### config.mk
export PLATFORM = sky130hd
export DESIGN_NAME = adc_clock_prescaler_and_interval_timer
export DESIGN_NICKNAME = d
export VERILOG_FILES = /design/src/adc_clk_pkg.sv /design/src/adc_clock_prescaler_and_interval_timer.sv /design/src/converter_clock_gen.sv /design/src/interval_timer.sv
export VERILOG_INCLUDE_DIRS = /design/src
export SDC_FILE = /design/constraint.sdc
export NUM_CORES = 1
export LEC_CHECK = 0
export BUFFER_PORTS_ARGS = -buffer_cell sky130_fd_sc_hd__buf_2
export CAP_MARGIN = 20
export CORE_MARGIN = 8
export CORE_UTILIZATION = 25
export DETAILED_ROUTE_END_ITERATION = 16
export PLACE_DENSITY = 0.42
export SETUP_SLACK_MARGIN = 0.02
export SYNTH_ARGS = -nofsm -noshare
export SYNTH_HDL_FRONTEND = slang
export SYNTH_SLANG_ARGS = --single-unit
### constraint.sdc
create_clock -name clk -period 3.4 [get_ports clk]
set_input_delay 0.51 -clock clk [delete_from_list [all_inputs] [get_ports clk]]
set_output_delay 0.51 -clock clk [all_outputs]
set_load 0.02 [all_outputs]
### src/adc_clk_defines.svh
// Offsets, field positions, reset values and counts for the converter clock block
`ifndef ADC_CLK_DEFINES_SVH
`define ADC_CLK_DEFINES_SVH
// =======================================
// Register byte offsets
`define OFS_PRESCALER 4'h0
`define OFS_QUEUE_ONE 4'h4
`define OFS_QUEUE_TWO 4'h8
`define OFS_STATUS 4'hc
// =======================================
// Prescaler control fields
`define PSC_LOW_LSB 0
`define PSC_HALF_BIT 3
`define PSC_HIGH_LSB 4
`define PSC_EXTMUX_BIT 15
`define PSC_FREEZE_BIT 31
`define PSC_HIGH_RESET 5'h07
`define PSC_LOW_RESET 3'h7
// =======================================
// Queue control fields
`define QC_SEL_LSB 0
`define QC_MODE_LSB 8
`define QC_GO_BIT 13
`define QC_PAUSE_IE_BIT 14
`define QC_DONE_IE_BIT 15
// =======================================
// Status fields
`define ST_COUNT_LSB 8
// =======================================
// Timing counts
`define CONV_BASE_TICKS 6'h10
`define TMR_MIN_EXP 5'h07
`define TMR_MAX_SEL 4'ha
`endif

### src/adc_clk_pkg.sv
// Types shared by the converter clock block
package adc_clk_pkg;
   typedef enum logic [3:0] {
      MODE_DISABLED = 4'h0,
      MODE_SW_SINGLE = 4'h1,
      MODE_EXT_RISE_SINGLE = 4'h2,
      MODE_EXT_FALL_SINGLE = 4'h3,
      MODE_INTERVAL_SINGLE = 4'h4,
      MODE_SW_CONT = 4'h5,
      MODE_EXT_RISE_CONT = 4'h6,
      MODE_EXT_FALL_CONT = 4'h7,
      MODE_PERIODIC_CONT = 4'h8
   } queue_mode_e;
   typedef enum logic {BUS_IDLE = 1'b0, BUS_ACK = 1'b1} bus_state_e;
   typedef enum logic {CONV_IDLE = 1'b0, CONV_RUN = 1'b1} conv_state_e;
   typedef struct packed {
      logic freezeHonor;
      logic extMuxEn;
      logic [4:0] highPhase;
      logic halfTick;
      logic [2:0] lowPhase;
   } prescaler_cfg_s;
   typedef struct packed {
      logic doneIntEn;
      logic pauseIntEn;
      logic scanGo;
      queue_mode_e mode;
      logic [3:0] intervalSel;
   } queue_ctrl_s;
endpackage : adc_clk_pkg

### src/adc_clock_prescaler_and_interval_timer.sv
// Converter clock prescaler, interval timer and control registers
//
// The placing of the registers and the Avalon-MM register port were chosen for this implementation.
`timescale 1ns/100ps
`include "adc_clk_defines.svh"
// How it works
// Converter clock drives seventeen stage divider timer
// Five bit down counter times high phase
// Low phase ends on complement match
// High lasts setting plus one, half extra
// Low lasts setting plus one, half less
// Half tick delays falling edge half cycle
// Software keeps system clock twice converter clock
// Software changes prescaler only with queues disabled
// Conversion takes sixteen plus sample ticks
// Timer held reset in untimed modes
// Interval single mode without go holds reset
// Resets and stop hold timer reset
// Rollover or timer mode change pulses reset
// Stop clears queue two control register
// Honoured freeze resets timer after conversion
// Freeze before first trigger acts immediately
// Three control registers, one status register
// Single scan go bits read zero
// Prescaler register holds phases and mux enable
// Queue registers hold mode, interrupt enables
// Interval selectable from two-seven to two-seventeen
// Expiry triggers queue two and reloads
// Trigger is one cycle stage rollover pulse
module adc_clock_prescaler_and_interval_timer (
   // Clock and reset
   input wire logic clk,
   input wire logic reset_n,
   // Avalon-MM slave
   input wire logic [3:0] avsAddress,
   input wire logic avsRead,
   input wire logic avsWrite,
   input wire logic [31:0] avsWriteData,
   input wire logic [3:0] avsByteEnable,
   output logic [31:0] avsReadData,
   output logic avsWaitRequest,
   // System control
   input wire logic masterReset,
   input wire logic lowPowerStop,
   input wire logic freezeLine,
   // Queue sequencer
   input wire logic convStart,
   input wire logic [1:0] sampleTimeSelect,
   input wire logic queueOneScanDone,
   input wire logic queueTwoScanDone,
   output adc_clk_pkg::queue_ctrl_s queueOneCtrl,
   output adc_clk_pkg::queue_ctrl_s queueTwoCtrl,
   output logic extMuxEnable,
   output logic conversionBusy,
   output logic conversionDone,
   // Clock and trigger
   output logic converterClock,
   output logic qclkTick,
   output logic timerTrigger
);

   // =======================================
   // Reset release
   logic [1:0] rstSync_q;
   logic rstN;

   always_ff @(posedge clk or negedge reset_n) begin
      if (!reset_n) begin
         rstSync_q <= 2'b00;
      end else begin
         rstSync_q <= {rstSync_q[0], 1'b1};
      end
   end

   assign rstN = rstSync_q[1];

   // =======================================
   // Helpers
   function automatic logic [31:0] mergeBe(
      input logic [31:0] old,
      input logic [31:0] wdata,
      input logic [3:0] be
   );
      logic [31:0] r;
      r = old;
      for (int i = 0; i < 4; i++) begin
         if (be[i]) begin
            r[i*8 +: 8] = wdata[i*8 +: 8];
         end
      end
      return r;
   endfunction : mergeBe

   function automatic logic [31:0] pscWord(input adc_clk_pkg::prescaler_cfg_s p);
      logic [31:0] w;
      w = 32'h0000_0000;
      w[`PSC_LOW_LSB +: 3] = p.lowPhase;
      w[`PSC_HALF_BIT] = p.halfTick;
      w[`PSC_HIGH_LSB +: 5] = p.highPhase;
      w[`PSC_EXTMUX_BIT] = p.extMuxEn;
      w[`PSC_FREEZE_BIT] = p.freezeHonor;
      return w;
   endfunction : pscWord

   function automatic logic [31:0] queueWord(input adc_clk_pkg::queue_ctrl_s q);
      logic [31:0] w;
      w = 32'h0000_0000;
      w[`QC_SEL_LSB +: 4] = q.intervalSel;
      w[`QC_MODE_LSB +: 4] = q.mode;
      w[`QC_GO_BIT] = q.scanGo;
      w[`QC_PAUSE_IE_BIT] = q.pauseIntEn;
      w[`QC_DONE_IE_BIT] = q.doneIntEn;
      return w;
   endfunction : queueWord

   function automatic adc_clk_pkg::queue_ctrl_s queueFields(input logic [31:0] w);
      adc_clk_pkg::queue_ctrl_s q;
      q.intervalSel = w[`QC_SEL_LSB +: 4];
      q.mode = adc_clk_pkg::queue_mode_e'(w[`QC_MODE_LSB +: 4]);
      q.scanGo = w[`QC_GO_BIT];
      q.pauseIntEn = w[`QC_PAUSE_IE_BIT];
      q.doneIntEn = w[`QC_DONE_IE_BIT];
      return q;
   endfunction : queueFields

   function automatic logic isTimerMode(input adc_clk_pkg::queue_mode_e m);
      return (m == adc_clk_pkg::MODE_INTERVAL_SINGLE) ||
             (m == adc_clk_pkg::MODE_PERIODIC_CONT);
   endfunction : isTimerMode

   // =======================================
   // Declarations
   adc_clk_pkg::bus_state_e bus_q, bus_d;
   logic [31:0] readData_q, readData_d;
   adc_clk_pkg::prescaler_cfg_s psc_q, psc_d;
   adc_clk_pkg::queue_ctrl_s q1_q, q1_d;
   adc_clk_pkg::queue_ctrl_s q2_q, q2_d;
   adc_clk_pkg::queue_mode_e prevMode_q, prevMode_d;
   logic triggerSeen_q, triggerSeen_d;
   logic freezeHold_q, freezeHold_d;
   adc_clk_pkg::conv_state_e conv_q, conv_d;
   logic [5:0] convLeft_q, convLeft_d;
   logic convDone_q, convDone_d;
   logic commit;
   logic [31:0] statusWord;
   logic [31:0] wordNow;
   logic [16:0] timerCount;
   logic timerMode;
   logic timerHold;
   logic timerPulse;
   logic freezeReq;

   // =======================================
   // Bus slave
   // Every access waits one cycle; read data is registered at the first edge
   always_comb begin
      bus_d = bus_q;
      readData_d = readData_q;
      case (bus_q)
         adc_clk_pkg::BUS_IDLE: begin
            if (avsRead || avsWrite) begin
               bus_d = adc_clk_pkg::BUS_ACK;
            end
            if (avsRead) begin
               case (avsAddress)
                  `OFS_PRESCALER: readData_d = pscWord(psc_q);
                  `OFS_QUEUE_ONE: readData_d = queueWord(q1_q) & ~(32'h1 << `QC_GO_BIT);
                  `OFS_QUEUE_TWO: readData_d = queueWord(q2_q) & ~(32'h1 << `QC_GO_BIT);
                  `OFS_STATUS: readData_d = statusWord;
                  default: readData_d = 32'h0000_0000;
               endcase
            end
         end
         adc_clk_pkg::BUS_ACK: begin
            bus_d = adc_clk_pkg::BUS_IDLE;
         end
         default: begin
            bus_d = adc_clk_pkg::BUS_IDLE;
         end
      endcase
   end

   always_ff @(posedge clk or negedge rstN) begin
      if (!rstN) begin
         bus_q <= adc_clk_pkg::BUS_IDLE;
         readData_q <= 32'h0000_0000;
      end else begin
         bus_q <= bus_d;
         readData_q <= readData_d;
      end
   end

   assign avsWaitRequest = (avsRead || avsWrite) && (bus_q != adc_clk_pkg::BUS_ACK);
   assign avsReadData = readData_q;
   assign commit = avsWrite && (bus_q == adc_clk_pkg::BUS_ACK);

   // =======================================
   // Control registers
   // Prescaler writes are always taken; mid-conversion changes are unsafe
   always_comb begin
      psc_d = psc_q;
      q1_d = q1_q;
      q2_d = q2_q;
      wordNow = 32'h0000_0000;
      if (queueOneScanDone) begin
         q1_d.scanGo = 1'b0;
      end
      if (queueTwoScanDone) begin
         q2_d.scanGo = 1'b0;
      end
      if (commit) begin
         case (avsAddress)
            `OFS_PRESCALER: begin
               wordNow = mergeBe(pscWord(psc_q), avsWriteData, avsByteEnable);
               psc_d.lowPhase = wordNow[`PSC_LOW_LSB +: 3];
               psc_d.halfTick = wordNow[`PSC_HALF_BIT];
               psc_d.highPhase = wordNow[`PSC_HIGH_LSB +: 5];
               psc_d.extMuxEn = wordNow[`PSC_EXTMUX_BIT];
               psc_d.freezeHonor = wordNow[`PSC_FREEZE_BIT];
            end
            `OFS_QUEUE_ONE: begin
               wordNow = mergeBe(queueWord(q1_q), avsWriteData, avsByteEnable);
               q1_d = queueFields(wordNow);
               q1_d.intervalSel = 4'h0;
            end
            `OFS_QUEUE_TWO: begin
               wordNow = mergeBe(queueWord(q2_q), avsWriteData, avsByteEnable);
               q2_d = queueFields(wordNow);
            end
            default: begin
               wordNow = 32'h0000_0000;
            end
         endcase
      end
      if (lowPowerStop) begin
         q2_d = '0;
      end
   end

   always_ff @(posedge clk or negedge rstN) begin
      if (!rstN) begin
         psc_q <= '{freezeHonor: 1'b0, extMuxEn: 1'b0, highPhase: `PSC_HIGH_RESET,
                    halfTick: 1'b0, lowPhase: `PSC_LOW_RESET};
         q1_q <= '0;
         q2_q <= '0;
      end else begin
         psc_q <= psc_d;
         q1_q <= q1_d;
         q2_q <= q2_d;
      end
   end

   assign queueOneCtrl = q1_q;
   assign queueTwoCtrl = q2_q;
   assign extMuxEnable = psc_q.extMuxEn;

   // =======================================
   // Converter clock
   converter_clock_gen u_clock (
      .clk(clk),
      .rst_n(rstN),
      .run(!lowPowerStop),
      .cfg(psc_q),
      .converterClock(converterClock),
      .qclkTick(qclkTick)
   );

   // =======================================
   // Conversion timing
   always_comb begin
      conv_d = conv_q;
      convLeft_d = convLeft_q;
      convDone_d = 1'b0;
      case (conv_q)
         adc_clk_pkg::CONV_IDLE: begin
            if (convStart && !lowPowerStop) begin
               conv_d = adc_clk_pkg::CONV_RUN;
               convLeft_d = 6'(`CONV_BASE_TICKS + (6'h02 << sampleTimeSelect));
            end
         end
         adc_clk_pkg::CONV_RUN: begin
            if (lowPowerStop) begin
               conv_d = adc_clk_pkg::CONV_IDLE;
            end else if (qclkTick) begin
               convLeft_d = 6'(convLeft_q - 6'h01);
               if (convLeft_q == 6'h01) begin
                  conv_d = adc_clk_pkg::CONV_IDLE;
                  convDone_d = 1'b1;
               end
            end
         end
         default: begin
            conv_d = adc_clk_pkg::CONV_IDLE;
         end
      endcase
   end

   always_ff @(posedge clk or negedge rstN) begin
      if (!rstN) begin
         conv_q <= adc_clk_pkg::CONV_IDLE;
         convLeft_q <= 6'h00;
         convDone_q <= 1'b0;
      end else begin
         conv_q <= conv_d;
         convLeft_q <= convLeft_d;
         convDone_q <= convDone_d;
      end
   end

   assign conversionBusy = (conv_q == adc_clk_pkg::CONV_RUN);
   assign conversionDone = convDone_q;

   // =======================================
   // Timer control
   assign timerMode = isTimerMode(q2_q.mode);
   assign freezeReq = psc_q.freezeHonor && freezeLine && timerMode;
   assign timerHold = !timerMode ||
                      ((q2_q.mode == adc_clk_pkg::MODE_INTERVAL_SINGLE) && !q2_q.scanGo) ||
                      masterReset || lowPowerStop ||
                      freezeHold_q;
   assign timerPulse = timerMode && isTimerMode(prevMode_q) &&
                       (q2_q.mode != prevMode_q);

   always_comb begin
      prevMode_d = q2_q.mode;
      triggerSeen_d = triggerSeen_q;
      // Freeze waits for the running conversion unless nothing was triggered yet
      freezeHold_d = freezeReq &&
                     (freezeHold_q || !triggerSeen_q || !conversionBusy);
      if (timerHold) begin
         triggerSeen_d = 1'b0;
      end else if (timerTrigger) begin
         triggerSeen_d = 1'b1;
      end
   end

   always_ff @(posedge clk or negedge rstN) begin
      if (!rstN) begin
         prevMode_q <= adc_clk_pkg::MODE_DISABLED;
         triggerSeen_q <= 1'b0;
         freezeHold_q <= 1'b0;
      end else begin
         prevMode_q <= prevMode_d;
         triggerSeen_q <= triggerSeen_d;
         freezeHold_q <= freezeHold_d;
      end
   end

   interval_timer u_timer (
      .clk(clk),
      .rst_n(rstN),
      .holdReset(timerHold),
      .pulseReset(timerPulse),
      .tick(qclkTick),
      .intervalSel(q2_q.intervalSel),
      .count(timerCount),
      .trigger(timerTrigger)
   );

   // =======================================
   // Status
   always_comb begin
      statusWord = 32'h0000_0000;
      statusWord[0] = converterClock;
      statusWord[1] = timerHold;
      statusWord[2] = freezeHold_q;
      statusWord[3] = conversionBusy;
      statusWord[4] = triggerSeen_q;
      statusWord[`ST_COUNT_LSB +: 17] = timerCount;
   end

endmodule : adc_clock_prescaler_and_interval_timer

### src/converter_clock_gen.sv
// Programmable converter clock prescaler
`timescale 1ns/100ps
module converter_clock_gen (
   // Clock and reset
   input wire logic clk,
   input wire logic rst_n,
   // Control
   input wire logic run,
   input adc_clk_pkg::prescaler_cfg_s cfg,
   // Clock out
   output logic converterClock,
   output logic qclkTick
);
   logic high_q, high_d;
   logic [4:0] cnt_q, cnt_d;
   logic tick_q, tick_d;
   logic highNeg_q;

   // =======================================
   // Phase counter
   always_comb begin
      high_d = high_q;
      cnt_d = 5'(cnt_q - 5'h01);
      tick_d = 1'b0;
      if (!run) begin
         high_d = 1'b0;
         cnt_d = 5'h1f;
      end else if (high_q) begin
         if (cnt_q == 5'h00) begin
            high_d = 1'b0;
         end
      end else if (cnt_q[2:0] == ~cfg.lowPhase) begin
         high_d = 1'b1;
         cnt_d = cfg.highPhase;
         tick_d = 1'b1;
      end
   end

   always_ff @(posedge clk or negedge rst_n) begin
      if (!rst_n) begin
         high_q <= 1'b0;
         cnt_q <= 5'h1f;
         tick_q <= 1'b0;
      end else begin
         high_q <= high_d;
         cnt_q <= cnt_d;
         tick_q <= tick_d;
      end
   end

   // =======================================
   // Half tick stretch
   // Falling edge copy delays only the fall; the rise leads it
   always_ff @(negedge clk or negedge rst_n) begin
      if (!rst_n) begin
         highNeg_q <= 1'b0;
      end else begin
         highNeg_q <= high_q;
      end
   end

   assign converterClock = high_q | (cfg.halfTick & highNeg_q);
   assign qclkTick = tick_q;
endmodule : converter_clock_gen

### src/interval_timer.sv
// Seventeen stage periodic and interval timer
`timescale 1ns/100ps
`include "adc_clk_defines.svh"
module interval_timer (
   // Clock and reset
   input wire logic clk,
   input wire logic rst_n,
   // Control
   input wire logic holdReset,
   input wire logic pulseReset,
   input wire logic tick,
   input wire logic [3:0] intervalSel,
   // Status
   output logic [16:0] count,
   output logic trigger
);
   logic [16:0] count_q, count_d;
   logic trig_q, trig_d;

   // Top stage of the selected interval is all ones
   function automatic logic stageFull(input logic [16:0] c, input logic [3:0] sel);
      logic [3:0] s;
      logic [16:0] mask;
      s = (sel > `TMR_MAX_SEL) ? `TMR_MAX_SEL : sel;
      mask = 17'((17'h00001 << (`TMR_MIN_EXP + 5'(s))) - 17'h00001);
      return (c & mask) == mask;
   endfunction : stageFull

   // =======================================
   // Divider
   always_comb begin
      count_d = count_q;
      trig_d = 1'b0;
      if (holdReset || pulseReset) begin
         count_d = 17'h00000;
      end else if (tick) begin
         if (stageFull(count_q, intervalSel)) begin
            count_d = 17'h00000;
            trig_d = 1'b1;
         end else begin
            count_d = 17'(count_q + 17'h00001);
         end
      end
   end

   always_ff @(posedge clk or negedge rst_n) begin
      if (!rst_n) begin
         count_q <= 17'h00000;
         trig_q <= 1'b0;
      end else begin
         count_q <= count_d;
         trig_q <= trig_d;
      end
   end

   assign count = count_q;
   assign trigger = trig_q;
endmodule : interval_timer

==> results of run 1 <==
==> cell type report <==
cell class              count  area, µm²  area share
inverters                  14       52.6     0.00866
well taps                 270        338      0.0557
clock buffers              14        254      0.0418
multi-input cells         397       2370       0.390
flip-flops and latches     98       2470       0.407
clock inverters             2       37.5     0.00618
repair buffers            101        548      0.0903
==> how the worst max path moves through the flow <==
stage               slack, ps                       endpoint  cells past startpoint
finish                    130                 converterClock                      2
global route               70  u_timer.count[12]$_DFFE_PN0P_                     10
CTS                       100                 converterClock                      2
detailed placement        210  u_timer.count[10]$_DFFE_PN0P_                     10
global placement          230  u_timer.count[13]$_DFFE_PN0P_                     10
floorplan                 140   u_timer.count[5]$_DFFE_PN0P_                     14
==> flip-flops by register name, indices dropped and copies added (netlist names) <==
name               count
freezeHold_q           1
queueOneCtrl           7
u_clock.cnt_q          5
u_timer.count         17
convLeft_q             6
conversionBusy         1
u_clock.high_q         1
bus_q                  1
prevMode_d             4
u_timer.trigger        1
u_clock.qclkTick       1
avsReadData           26
queueTwoCtrl           7
prevMode_q             4
triggerSeen_q          1
psc_q                 10
u_clock.highNeg_q      1
extMuxEnable           1
conversionDone         1
rstSync_q              2
==> synth_stat cells, types with 3 or more instances <==
library cell	number	area [µm²]
nand2_1	91	342
dfrtp_1	86	2150
nor2_1	43	161
o21ai_0	31	155
nand3_1	28	140
a21oi_1	22	110
mux2_2	18	203
clkbuf_1	17	63.8
inv_1	13	48.8
a22o_1	12	105
a22oi_1	11	82.6
buf_4	11	82.6
dfstp_2	11	289
nand2b_1	10	62.6
xnor2_1	10	87.6
nor3_1	9	45.0
xor2_1	9	78.8
ha_1	8	100
and3_1	7	43.8
o22ai_1	7	43.8
nor2b_1	6	37.5
nand4_1	5	31.3
nor4_1	5	31.3
a31oi_1	4	25.0
and2_1	3	18.8
==> worst register-to-register path, stage by stage (launching register included) <==
cell      delay, ps
dfrtp_1         420
a211oi_1        300
ha_1            270
or3b_1          390
a21oi_2         220
nor3_2          100
mux2_4          310
or4_4           530
o31ai_4         250
buf_4           200
nor2_1           60
==> repair_timing <==
item,CTS,global route
resized for setup,0,1
hold endpoints to repair,2,0
setup buffers,0,0
setup endpoints to repair,0,3
hold buffers,1,0
==> metal layers <==
layer | vias to the layer above | wire length, µm
li1 | 2037 | -
met2 | 113 | 6440
met5 | - | 0
met1 | 2022 | 7290
met3 | 13 | 768
met4 | 0 | 195
==> where the power goes <==
part	internal (µW)	leakage, µW	total, µW	switching, µW
Combinational	199	0.00132	508	309
Sequential	1290	0.00130	1420	128
Clock	593	0.000137	1030	439
Total	2090	0.00276	2960	876
==> per-stage QoR <==
stage,cells,utilization,hold slack (ps),cell area [µm²]
finish,896,0.304,356,6070
CTS,896,0.304,361,6060
floorplan,542,-,214,5060
global placement,879,0.289,297,5760
detailed placement,879,0.289,295,5760
global route,896,0.304,376,6070
==> placed cells by master (no fill, tap or decap), types with 7 or more instances in the layout <==
cell,count
and3_1,7
a21oi_1,22
nor3_1,8
ha_1,8
buf_2,85
clkbuf_16,9
o22ai_1,7
xnor2_1,10
o21ai_0,31
inv_1,13
nand2b_1,10
mux2_2,18
nand3_1,28
nand2_1,91
conb_1,13
a22oi_1,11
nor2_1,43
dfstp_2,11
xor2_1,9
a22o_1,12
buf_4,15
dfrtp_1,85
==> cells by family (layout without fill, tap and decap cells) <==
family | Yosys count | in the layout | synth area share
flip-flops | 98 | 98 | 0.491
multiplexers | 21 | 21 | 0.0474
adder cells (fa/ha/maj) | 8 | 8 | 0.0199
buffers and inverters | 47 | 131 | 0.0469
AND/OR/NAND/NOR | 222 | 222 | 0.207
XOR/XNOR | 19 | 19 | 0.0332
other | 2 | 13 | 0.00150
AO/OA/AOI/OAI | 114 | 114 | 0.152
==> out/metrics.csv, run 1 <==
metric;value;unit
grt_usage;0.124;
holdPathEnd;rstSync_q[1]$_DFF_PN0_;
clockRootBuffer;clkbuf_16;
core;20000;µm²
grt_first_pass_wirelength;24.1;mm
crit_chain;a21o_1 -> buf_2;
met2_usage;0.194;
reg2regPathDepth;10;
cpLargestDelayFamily;flip-flops;
max_stage_delay;400;ps
crit_buf_inv;1;
power_leakage;0.00276;µW
synth.distinct_cells;62;
n_antenna_cell;0;
r2r_setup_slack;240;ps
synth-edff-count;0;
overflow;0;
fillers;2147;
synthCells;531;
use_met1;0.169;
worstMarginPinSlew;788;ps
fin_ws;130;ps
power.density;488;nW/µm²
cts_tree;done;
cts_num_sinks;98;
report.final.slew_viol_count;0;
r2r_end;u_timer.count[10]$_DFFE_PN0P_;
syn-mean-instance-area;9.45;µm²
wl_per_cell;16.4;µm
worstPathRequired;2890;ps
antenna_found_initial;0;
finalHoldViolations;0;
cap_violations;0;
grt_pass1_vias;4322;
die_x;158;µm
max_slew_margin;0.475;
syn2layout_area_growth;20.9;%
io_buffers;85;
place_ws;206;ps
arrival;2760;ps
path_class;flop to output pin;
cp_max_fo;2;
clockBufferDepth;2;
cts_max_level;3;
min_from;rstSync_q[0]$_DFF_PN0_;
reg2reg_from;queueTwoCtrl[2]$_DFFE_PN0P_;
finalPower;2960;µW
drt-total-wl;14.7;mm
top_usage_layer;met2;
ys_ff_latch;98;
path_clk_slew;60;ps
worst_ir_drop_vdd;0.267;mV
gp_congestion;0.822;
final_nets;681;
grtUsageMet3;0.0262;
dieArea;24900;µm²
cp_slowest_cell;dfrtn_1;
first_iter_violations;284;
startpoint;u_clock.highNeg_q$_DFF_NN0_;
io_pins;113;
num_rows;52;
syn-cell-area;5020;µm²
initial_core_util;0.251;
skew;6.01;ps
vias_per_cell;4.67;
grt_max_degree;60;
drive_above_1_share;0.244;
numCtsBuffers;9;
synth_seq_area_share;0.491;
clk_latency;350;ps
yosys_warnings;0;
rsz0062_at_grt;false;
drtAntennaViolNets;0;
worst_setup_path_start_kind;flop;
outcome;finished clean;
hold_path_depth;0;
synth_ff_type;dfrtp_1;
vias;4185;
drc;0;
die_h;158;µm
hpwl;11.0;mm
hp-class;flop to flop;
endpoint_kind;output pin;
setup_viol;0;
ys_async_sr_fraction;1.00;
firstDrtPassIters;4;
fin_setup_tns;0;ps
No activity file was read; power rests on OpenSTA's default activity.
==> inputs of run 2 (changes only) <==
CELL_PAD_IN_SITES_DETAIL_PLACEMENT = 0   (was not set)
CELL_PAD_IN_SITES_GLOBAL_PLACEMENT = 1   (was not set)
CORE_MARGIN = not set   (was 8)
PLACE_DENSITY = 0.52   (was 0.42)
SKIP_LAST_GASP = 1   (was not set)
==> run 2 against run 1 <==
Effect of this change:
- design area rose by 0.29%
- first-iteration DRC count grew 14%
- sequential power about the same
- critical path type unchanged
- highest routed layer unchanged
==> out/metrics.csv, run 2 (same netlist as run 1, synthesis figures left out) <==
metric;value;unit;change
io_buffers;85;;unchanged
final_nets;684;;+0.44%
max_slew_margin;0.443;;-0.0311
numCtsBuffers;9;;unchanged
antenna_found_initial;0;;unchanged
finalHoldViolations;0;;unchanged
worstMarginPinSlew;835;ps;+46.7 ps
die_x;144;µm;-8.9%
outcome;finished clean;;
cts_max_level;3;;unchanged
grt_usage;0.148;;+0.0238
wl_per_cell;16.1;µm;-1.7%
grt_pass1_vias;4097;;-5.2%
worstPathRequired;2890;ps;about the same
largest_reg_flops;26;;unchanged
gp_congestion;0.868;;+5.6%
core;19600;µm²;-1.9%
hpwl;10.7;mm;-2.7%
dieArea;20600;µm²;-17%
vias_per_cell;4.66;;-0.16%
initial_core_util;0.256;;+0.00493
drc;0;;unchanged
cp_max_fo;2;;unchanged
utilization;0.311;;+0.00685
power.density;475;nW/µm²;-2.8%
report.final.slew_viol_count;0;;unchanged
drtAntennaViolNets;0;;unchanged
clockRootBuffer;clkbuf_16;;
first_iter_violations;323;;+14%
io_pins;113;;unchanged
fillers;2139;;-0.37%
fin_setup_tns;0;ps;unchanged
arrival;2760;ps;about the same
setup_viol;0;;unchanged
syn2layout_area_growth;21.3;%;
path_class;flop to output pin;;
cts_tree;done;;
n_antenna_cell;0;;unchanged
clockBufferDepth;2;;unchanged
worst_ir_drop_vdd;0.221;mV;-17%
power_leakage;0.00278;µW;+0.82%
die_h;144;µm;-8.9%
clk_latency;350;ps;about the same
layout_common_cells;nand2_1 (91), dfrtp_1 (85), buf_2 (85);;
drt-total-wl;14.4;mm;-1.9%
layout_commonest_cell;nand2_1;;
rsz0062_at_grt;false;;
endpoint_kind;output pin;;
grt_first_pass_wirelength;23.0;mm;-4.4%
path_clk_slew;60;ps;about the same
vias;4169;;-0.38%
drive_above_1_share;0.254;;+0.00996
num_rows;51;;-1.9%
cts_num_sinks;98;;unchanged
grt_max_degree;61;;+1.7%
hp-class;flop to flop;;
worst_setup_path_start_kind;flop;;
cap_violations;0;;unchanged
skew;11.7;ps;+5.65 ps
firstDrtPassIters;4;;unchanged
overflow;0;;unchanged
-- run 2: changes by cell type in the layout (fill, tap and decap cells not counted), sizes merged --
cell | before | now
clkinv | 1 | 5
buf | 100 | 103
clkbuf | 14 | 11
bufinv | 1 | 0
-- run 2: through the flow --
step | setup WS [ps] | std cells | cell area [µm²] | hold WS (ps) | power (µW)
after global routing | 57.2 | 894 | 6090 | 371 | 3070
after CTS | 105 | 894 | 6080 | 351 | 2940
after floorplan | 142 | 542 | 5060 | 214 | 1790
after detailed placement | 200 | 877 | 5790 | 298 | 1960
final | 134 | 894 | 6090 | 347 | 2890
after global placement | 171 | 877 | 5790 | 298 | 1950
-- run 2: worst max-delay path, cell delays in order, from the launching register on --
cell and delay (ps):
dfrtn_1 400, a21o_1 140, buf_2 170
-- run 2: area by class of cell --
type / instances / area (µm²) / share of cell area
flip-flops and latches: 98 / 2470 / 0.406
multi-input cells: 397 / 2370 / 0.390
repair buffers: 104 / 587 / 0.0964
well taps: 265 / 332 / 0.0545
clock buffers: 11 / 243 / 0.0399
inverters: 14 / 52.6 / 0.00863
clock inverters: 5 / 31.3 / 0.00514
-- run 2: final timing paths --
check | startpoint | end | slack (ps) | cells after the start
setup reg to reg | queueTwoCtrl[3]$_DFFE_PN0P_ | u_timer.count[13]$_DFFE_PN0P_ | 230 | 13
max in group asynchronous | rstSync_q[1]$_DFF_PN0_ | u_clock.highNeg_q$_DFF_NN0_ | 1570 | 0
hold reg to reg | rstSync_q[0]$_DFF_PN0_ | rstSync_q[1]$_DFF_PN0_ | 350 | 0
min in group asynchronous | rstSync_q[1]$_DFF_PN0_ | avsReadData[18]$_DFFE_PN0P_ | 410 | 1
setup / recovery | u_clock.highNeg_q$_DFF_NN0_ | converterClock | 130 | 2
hold / removal | rstSync_q[0]$_DFF_PN0_ | rstSync_q[1]$_DFF_PN0_ | 350 | 0
-- run 2: where the power goes --
group          total [µW]  internal, µW  switching, µW
clock                 954           514            440
sequential           1420          1290            129
combinational         512           200            312
total                2890          2010            881
-- run 2: routing by layer --
layer,track usage,share of wire,vias to the layer above
li1,-,-,2041
met1,0.208,0.49,2012
met2,0.227,0.45,103
met3,0.0323,0.049,13
met4,0.0431,0.014,0
met5,0,0,-
-- run 2: what timing repair did --
action,in CTS,in global routing
endpoints found under the hold margin,2,0
gates resized for setup,0,3
setup buffers,0,0
setup endpoints to repair,0,9
hold buffers,1,0
